**src/include/psq_pkg.sv**
```systemverilog
// Purpose: Constants for the port status and queue register block
// Assumes: Avalon-MM byte addressing, 32-bit data, 8-bit registers
// Notes: Offsets are byte addresses of aligned words
package psq_pkg;
  localparam int ADDR_W = 4;
  localparam logic [3:0] OFS_OPCTL = 4'h0;
  localparam logic [3:0] OFS_STATUS = 4'h4;
  localparam logic [3:0] OFS_XCTL = 4'h8;
  // Operation control fields
  localparam int OPCTL_SPLIT_LO = 0;
  localparam int OPCTL_TAIL_BIT = 2;
  localparam int OPCTL_MAC_LB_R = 6;
  localparam int OPCTL_MAC_LB_L = 7;
  localparam logic [7:0] OPCTL_RST = 8'h00;
  localparam logic [7:0] OPCTL_WMASK = 8'hc7;
  // Media-independent control fields
  localparam int XCTL_RXFC_BIT = 3;
  localparam int XCTL_SPD_LSB = 4;
  localparam int XCTL_TXFC_BIT = 5;
  localparam int XCTL_DUP_BIT = 6;
  localparam int XCTL_SPD_MSB = 7;
  localparam logic [7:0] XCTL_RST = 8'h40;
  // Status fields
  localparam int STAT_RXFC = 0;
  localparam int STAT_TXFC = 1;
  localparam int STAT_DUP = 2;
  localparam int STAT_SPD_LO = 3;
  // Queue split encodings
  localparam logic [1:0] SPLIT_ONE = 2'h0;
  localparam logic [1:0] SPLIT_TWO = 2'h1;
  localparam logic [1:0] SPLIT_FOUR = 2'h2;
  localparam logic [1:0] SPLIT_RSVD = 2'h3;
  localparam logic [31:0] UNMAPPED_DATA = 32'h0000_0000;
endpackage

```
**src/logic/psq_port_regs.sv**
```systemverilog
// Purpose: Per-port operation control and port status registers
// Assumes: Single sys_clk domain; PHY link inputs are from other domains
// Notes: One wait state on every access while clk_en is high; a request stays pending while clk_en is low
//
// Summary of operation
// RULE_01: Two-bit queue split field, read/write, resets to zero; three reserved.
// RULE_02: Split value 10 selects four priority-based egress queues.
// RULE_03: Split value 01 selects two priority-based egress queues.
// RULE_04: Split value 00 selects one queue, priority ignored.
// RULE_05: Tail tag bit zero disables tail tag insert and removal.
// RULE_06: Tail tag bit set marks host port; software sets only one port.
// RULE_07: Media-independent port speed status mirrors configured speed bits.
// RULE_08: PHY port speed status reports negotiated link speed.
// RULE_09: Media-independent duplex status mirrors duplex control bit.
// RULE_10: PHY port duplex status reports negotiated duplex.
// RULE_11: Media-independent transmit flow status mirrors its control bit.
// RULE_12: Media-independent receive flow status mirrors its control bit.
// RULE_13: PHY flow status set only when advertised, link up, agreed.
// RULE_14: PHY register range exists only on ports with a PHY.
// RULE_15: Status reads have no side effect, writes ignored, top bits zero.
//
// Design decisions made here: the placing of the registers and register access over Avalon-MM.
`timescale 1ns/1ps
module psq_port_regs #(
  parameter bit HAS_PHY = 1'b0
) (
  // Clock, reset, enable
  input wire logic sys_clk,
  input wire logic rstn,
  input wire logic clk_en,
  // Avalon-MM slave
  input wire logic [psq_pkg::ADDR_W-1:0] avs_address,
  input wire logic avs_read,
  input wire logic avs_write,
  input wire logic [31:0] avs_writedata,
  input wire logic [3:0] avs_byteenable,
  output logic [31:0] avs_readdata,
  output logic avs_waitrequest,
  // PHY link state, asynchronous
  input wire logic [1:0] phy_speed,
  input wire logic phy_duplex,
  input wire logic phy_link_up,
  input wire logic [1:0] phy_pause_adv,
  input wire logic phy_tx_pause_agreed,
  input wire logic phy_rx_pause_agreed,
  // Block controls
  output logic [1:0] egress_queue_count_log2,
  output logic egress_priority_en,
  output logic tail_tag_en,
  output logic host_port,
  output logic mac_loopback_local,
  output logic mac_loopback_remote,
  output logic phy_range_present
);

  logic [7:0] port_operation_control;
  logic [7:0] next_port_operation_control;
  logic [7:0] media_independent_port;
  logic [7:0] next_media_independent_port;
  logic [7:0] port_link_state;
  logic [7:0] next_port_link_state;
  logic ack;
  logic next_ack;
  logic [31:0] next_readdata;
  logic [7:0] phy_s1;
  logic [7:0] phy_s2;
  logic [7:0] phy_in;
  logic [1:0] spd_cfg;
  logic [1:0] split;
  logic [7:0] wdata;
  logic req;

  // Two-flop synchroniser for the PHY link pins
  assign phy_in = {phy_speed, phy_duplex, phy_link_up, phy_pause_adv,
                   phy_tx_pause_agreed, phy_rx_pause_agreed};

  always_ff @(posedge sys_clk or negedge rstn) begin
    if (!rstn) begin
      phy_s1 <= 8'h00;
      phy_s2 <= 8'h00;
    end else if (clk_en) begin
      phy_s1 <= phy_in;
      phy_s2 <= phy_s1;
    end
  end

  assign req = (avs_read || avs_write) && !ack;
  assign avs_waitrequest = (avs_read || avs_write) && !ack;
  assign wdata = avs_byteenable[0] ? avs_writedata[7:0] : 8'h00;

  // Register writes and status computation
  always_comb begin
    next_port_operation_control = port_operation_control;
    next_media_independent_port = media_independent_port;
    next_ack = req && clk_en;
    if (req && avs_write && avs_byteenable[0]) begin
      if (avs_address == psq_pkg::OFS_OPCTL) begin
        // Reserved bits stay zero
        next_port_operation_control = wdata & psq_pkg::OPCTL_WMASK; // RULE_01
      end else if (avs_address == psq_pkg::OFS_XCTL) begin
        next_media_independent_port = wdata;
      end
      // Status offset falls through: write ignored
    end
    spd_cfg = {media_independent_port[psq_pkg::XCTL_SPD_MSB],
               media_independent_port[psq_pkg::XCTL_SPD_LSB]};
    next_port_link_state = 8'h00; // RULE_15
    if (HAS_PHY) begin
      next_port_link_state[psq_pkg::STAT_SPD_LO +: 2] = phy_s2[7:6]; // RULE_08
      next_port_link_state[psq_pkg::STAT_DUP] = phy_s2[5]; // RULE_10
      // Flow control needs advertisement, link and agreement
      next_port_link_state[psq_pkg::STAT_TXFC] =
        (|phy_s2[3:2]) && phy_s2[4] && phy_s2[1]; // RULE_13
      next_port_link_state[psq_pkg::STAT_RXFC] =
        (|phy_s2[3:2]) && phy_s2[4] && phy_s2[0]; // RULE_13
    end else begin
      next_port_link_state[psq_pkg::STAT_SPD_LO +: 2] = spd_cfg; // RULE_07
      next_port_link_state[psq_pkg::STAT_DUP] =
        media_independent_port[psq_pkg::XCTL_DUP_BIT]; // RULE_09
      next_port_link_state[psq_pkg::STAT_TXFC] =
        media_independent_port[psq_pkg::XCTL_TXFC_BIT]; // RULE_11
      next_port_link_state[psq_pkg::STAT_RXFC] =
        media_independent_port[psq_pkg::XCTL_RXFC_BIT]; // RULE_12
    end
    next_readdata = psq_pkg::UNMAPPED_DATA;
    if (avs_address == psq_pkg::OFS_OPCTL) begin
      next_readdata = {24'h000000, port_operation_control};
    end else if (avs_address == psq_pkg::OFS_STATUS) begin
      next_readdata = {24'h000000, port_link_state}; // RULE_15
    end else if (avs_address == psq_pkg::OFS_XCTL) begin
      next_readdata = {24'h000000, media_independent_port};
    end
  end

  always_ff @(posedge sys_clk or negedge rstn) begin
    if (!rstn) begin
      port_operation_control <= psq_pkg::OPCTL_RST;
      media_independent_port <= psq_pkg::XCTL_RST;
      port_link_state <= 8'h00;
      ack <= 1'b0;
      avs_readdata <= 32'h0000_0000;
    end else if (clk_en) begin
      port_operation_control <= next_port_operation_control;
      media_independent_port <= next_media_independent_port;
      port_link_state <= next_port_link_state;
      ack <= next_ack;
      avs_readdata <= next_readdata;
    end
  end

  // Queue split decode; reserved value falls back to one queue
  assign split = port_operation_control[psq_pkg::OPCTL_SPLIT_LO +: 2];
  always_comb begin
    case (split)
      psq_pkg::SPLIT_FOUR: egress_queue_count_log2 = 2'h2; // RULE_02
      psq_pkg::SPLIT_TWO: egress_queue_count_log2 = 2'h1; // RULE_03
      default: egress_queue_count_log2 = 2'h0; // RULE_04
    endcase
  end
  assign egress_priority_en = (split == psq_pkg::SPLIT_FOUR) ||
                              (split == psq_pkg::SPLIT_TWO); // RULE_04
  assign tail_tag_en = port_operation_control[psq_pkg::OPCTL_TAIL_BIT]; // RULE_05
  // Uniqueness across ports is software's duty
  assign host_port = port_operation_control[psq_pkg::OPCTL_TAIL_BIT]; // RULE_06
  assign mac_loopback_local = port_operation_control[psq_pkg::OPCTL_MAC_LB_L];
  assign mac_loopback_remote = port_operation_control[psq_pkg::OPCTL_MAC_LB_R];
  assign phy_range_present = HAS_PHY; // RULE_14

endmodule // psq_port_regs

```
**config.mk**
```make
export PLATFORM = sky130hd
export DESIGN_NAME = psq_port_regs
export DESIGN_NICKNAME = d
export VERILOG_FILES = /design/src/include/psq_pkg.sv /design/src/logic/psq_port_regs.sv
export SDC_FILE = /design/constraint.sdc
export NUM_CORES = 1
export LEC_CHECK = 0
export BUFFER_PORTS_ARGS = -buffer_cell sky130_fd_sc_hd__buf_2
export CAP_MARGIN = 20
export CORE_ASPECT_RATIO = 0.9
export CORE_MARGIN = 2
export CORE_UTILIZATION = 46
export CTS_CLUSTER_DIAMETER = 150
export CTS_CLUSTER_SIZE = 14
export DETAILED_ROUTE_END_ITERATION = 7
export HOLD_SLACK_MARGIN = 0.12
export PLACE_DENSITY = 0.81
export SKIP_LAST_GASP = 1
export SLEW_MARGIN = 40
export SYNTH_ARGS = -nofsm -noshare
export SYNTH_HDL_FRONTEND = slang
export SYNTH_SLANG_ARGS = --single-unit
```
**constraint.sdc**
```tcl
create_clock -name sys_clk -period 3.75 [get_ports sys_clk]
set_clock_uncertainty 0.2 [all_clocks]
set_input_delay 0.75 -clock sys_clk [delete_from_list [all_inputs] [get_ports sys_clk]]
set_output_delay 0.75 -clock sys_clk [all_outputs]
set_load 0.005 [all_outputs]
```
* After elaboration in Yosys (flattened, before gate mapping)
Cells that the tools add are included.
Word-level totals: logic and storage cells 25, bits in registers 51, input bits 53
Operators by class: equality and inequality tests 4, multiplexer cells 5, bitwise logic cells 1, reductions and logical operators 10
Operators with widths (count):
- $mux W8 | 4
- $eq A4 B3 Y1 const B | 1
- $eq A4 B4 Y1 const B | 1
- $logic_and A1 B1 Y1 | 4
- $logic_not A4 Y1 | 1
- $pmux W2 S2 | 1
- $reduce_and A4 Y1 | 1
- $reduce_and A3 Y1 | 1
- $eq A2 B1 Y1 const B | 1
- $eq A2 B2 Y1 const B | 1
- $logic_or A1 B1 Y1 | 2
- $logic_not A1 Y1 | 1
- $not A1 Y1 | 1

* Logic depth before layout (Yosys ltp)
depth in word-level cells 5, mapped depth 4, gate-level depth less buffers 3

* Worst setup path before layout
OpenSTA, ideal clock, no wires.
path kind input to register, start point input avs_address[1] (netlist name), end point register media_independent_port[0], stages on the path 4, slack 1497 ps, arrival 1928 ps, library setup time 125 ps, required time 3425 ps, cells stage by stage or4b_1 > clkbuf_1 > nor2_4 > mux2_2
On the way: cells in the longest elaborated chain, start to end 3, elaborated cells between the ends (all ways) 4, classes of those cells 1 x eq/ne; 1 x bitwise; 2 x reduce/logical
RTL lines:
- from (decl) | RTL line psq_port_regs.sv:32 | input wire logic [psq_pkg::ADDR_W-1:0] avs_address,
- $logic_not A4 Y1 | RTL line psq_port_regs.sv:97 | if (avs_address == psq_pkg::OFS_OPCTL) begin
- $not A1 Y1 (no source line)
- $reduce_and A4 Y1 (no source line) (*)
- to (signal assigned) | RTL line psq_port_regs.sv:138 | media_independent_port <= psq_pkg::XCTL_RST;
- to (signal assigned) | RTL line psq_port_regs.sv:144 | media_independent_port <= next_media_independent_port;
- to (decl) | RTL line psq_port_regs.sv:58 | logic [7:0] media_independent_port;
Mark *: on every way between the ends. The rest lies on a longest branch, timed or not. A chain may end at the register's enable or synchronous reset.

* Final worst setup path
start point input avs_address[3] (netlist name), end point register media_independent_port[2]
The elaborated chain is that of the path after synthesis.

==> metrics <==
status finished clean; Crit. path cell count 4; Detail Placement HPWL 1.93 mm; Die Span X 64.2 µm; Storage cell area 677 µm²; Util after Layout 52.2%; Initial Utilization 48.6%; Crit. Startpoint avs_address[3]; largest cells by area after synthesis dfrtp_1 (43%), buf_4 (13%), mux2_2 (9.0%); Final Power 532 µW; # DRC 0; die span in y 58.2 µm; crit share post-route 58.0%; Root Buffer clkbuf_4; R2R Path End port_operation_control[7]; CP Max Fanout 12; first-pass GRT wire length 4.11 mm; RSZ-0062 raised after global routing false; Peak supply drop 0.210 mV; YS warnings 0; Setup crit start kind input port; Post-synth ARST share 100%; MaxCap Viol Count 0; crit path buf inv count 1; CTS tree done; class of the worst hold path input port to asynchronous set/reset pin; number of antenna violations at the first check in global routing 0; Post-synth EDFFs 0; crit path capture type flip-flop; # port buffers 33; Worst-path clk slew 0.14 ns; die area 3740 µm²; fin crit period 2.17 ns; post-route insts no fill 210; I/O pins 94; Final Hold Fails 0; CP Class input port to flip-flop; critical path cell sequence buf_2 -> or4b_1 -> nor2_4 -> mux2_2; Worst path slowest cell or4b_1; first drt pass iteration count 4; area of the core 3090 µm²; synthesis-to-layout area growth 7.50%; multi-input logic area 656 µm²; Syn Std Cell Area 1500 µm²; Max Slew Vio Count 0; RR Startpoint ack; Max Fclk 0.460 GHz; Worst-Margin Slew 0.590 ns; Core Rows 19; leak pwr 0.000852 µW; Overall Global Routing Usage 14.3%; Netlist cell types 27; cts hold-fix bufs 0; NumNets Final 224; crit-path leading delay family simple AND/OR/NAND/NOR gates; Placed Instances 206; ANT cells 0; Clock Latency Late Sink 0.32 ns; TritonCTS Buffers 3; Worst EP arrival 2.19 ns; postcts setup bufs 0; Worst R2R Path Depth 3; grt ovf 0; PD cells 329 nW/µm²; top_reg_cell synth dfrtp_1; final hold slack 0.207 ns; CP Data Required Time 3.76 ns; sequential area share after synthesis 45.1%; post-route ant nets 0; Avg Vias per Cell 4.74; post-CTS resize count 0; final setup fails 0; Worst Setup EP media_independent_port[2]; synth cell count leaders buf_4 (26), dfrtp_1 (26), mux2_2 (12); largest net degree at the start of global routing 28; Max clock buf depth 2; largest area contributor in the netlist dfrtp_1; wire per inst 12.0 µm; H-tree lvl count 1; synthesized flop and latch total 27; layout cell share with drive strength beyond 1 36.3%; R2R Setup Slk 1.86 ns; worst stage delay on the critical path 0.64 ns; Cells after Synth 138; Synth top area share 43.3%; Starting DRT DRC Count 11; syn avg cell area 10.9 µm²; Fin Setup TNS 0 ns; Total Wirelength 2.52 mm; clock sinks 27; # fillers 304; Via Count 996; Slew HR 60.7%; vias in the first global route 920; Routability Congestion 0.756
where the power goes:
part	internal (µW)	switching (µW)	total [µW]	leakage [µW]
Combinational	42.0	44.9	87.0	0.000469
Clock	41.6	80.6	122	0.0000150
Sequential	310	12.2	323	0.000368
Total	394	138	532	0.000852
sequential cells by signal, summed over array words and instances, names as in the netlist:
signal	count
ack	1
avs_readdata	8
media_independent_port	8
port_link_state	5
port_operation_control	5
final cells by class:
| cell class | count | area share, % |
|---|---|---|
| tap | 42 | 3.26 |
| inverter | 10 | 2.33 |
| sequential | 27 | 41.9 |
| multi-input combinational | 94 | 40.6 |
| clock buffer | 4 | 1.63 |
| timing repair buffer | 33 | 10.2 |
cell families after synthesis:
family / Yosys count / synth area share (%)
buffers and inverters: 41 / 17.3
adders and majority gates: 2 / 1.67
muxes: 17 / 14.0
other: 1 / 0.250
AOI/OAI and AO/OA: 23 / 10.2
DFF: 27 / 45.1
and+or+nand+nor: 27 / 11.5
per-layer routing:
layer	routed length [µm]	GRT usage (%)
met5	0	0
met4	17	3.04
met3	131	2.91
met2	1210	24.6
met1	1170	18.8
cell usage in the layout (no fill, tap or decap), types with 2 or more instances in the layout:
cell type   n
buf_2      33
dfrtp_1    26
conb_1     25
mux2_2     12
o21ai_0    11
inv_1      10
nand2_1     6
and2_2      5
mux2_4      5
nor2_1      4
nor3_1      3
a32o_1      3
o31ai_1     3
o2bb2ai_1   3
clkbuf_4    3
nand3_1     2
nor2b_1     2
a22oi_1     2
ha_1        2
worst min-delay path by stage:
stage	startpoint	endpoint	slack (ns)	depth (start not counted)
5_1_grt	rstn	avs_readdata[5]	0.23	1
2_1_floorplan	rstn	ack	0.25	0
3_3_place_gp	avs_readdata[5]	avs_readdata[5]	0.28	1
3_5_place_dp	avs_readdata[3]	avs_readdata[3]	0.28	1
4_1_cts	rstn	avs_readdata[5]	0.23	1
6_report	rstn	avs_readdata[5]	0.21	1
through the flow:
step / instance area (µm²) / setup slack, ns
2_1_floorplan: 1590 / 1.50
3_3_place_gp: 1590 / 1.24
3_5_place_dp: 1590 / 1.23
4_1_cts: 1610 / 1.56
5_1_grt: 1610 / 1.50
6_report: 1610 / 1.58
Power figures use the tool's default switching activity.
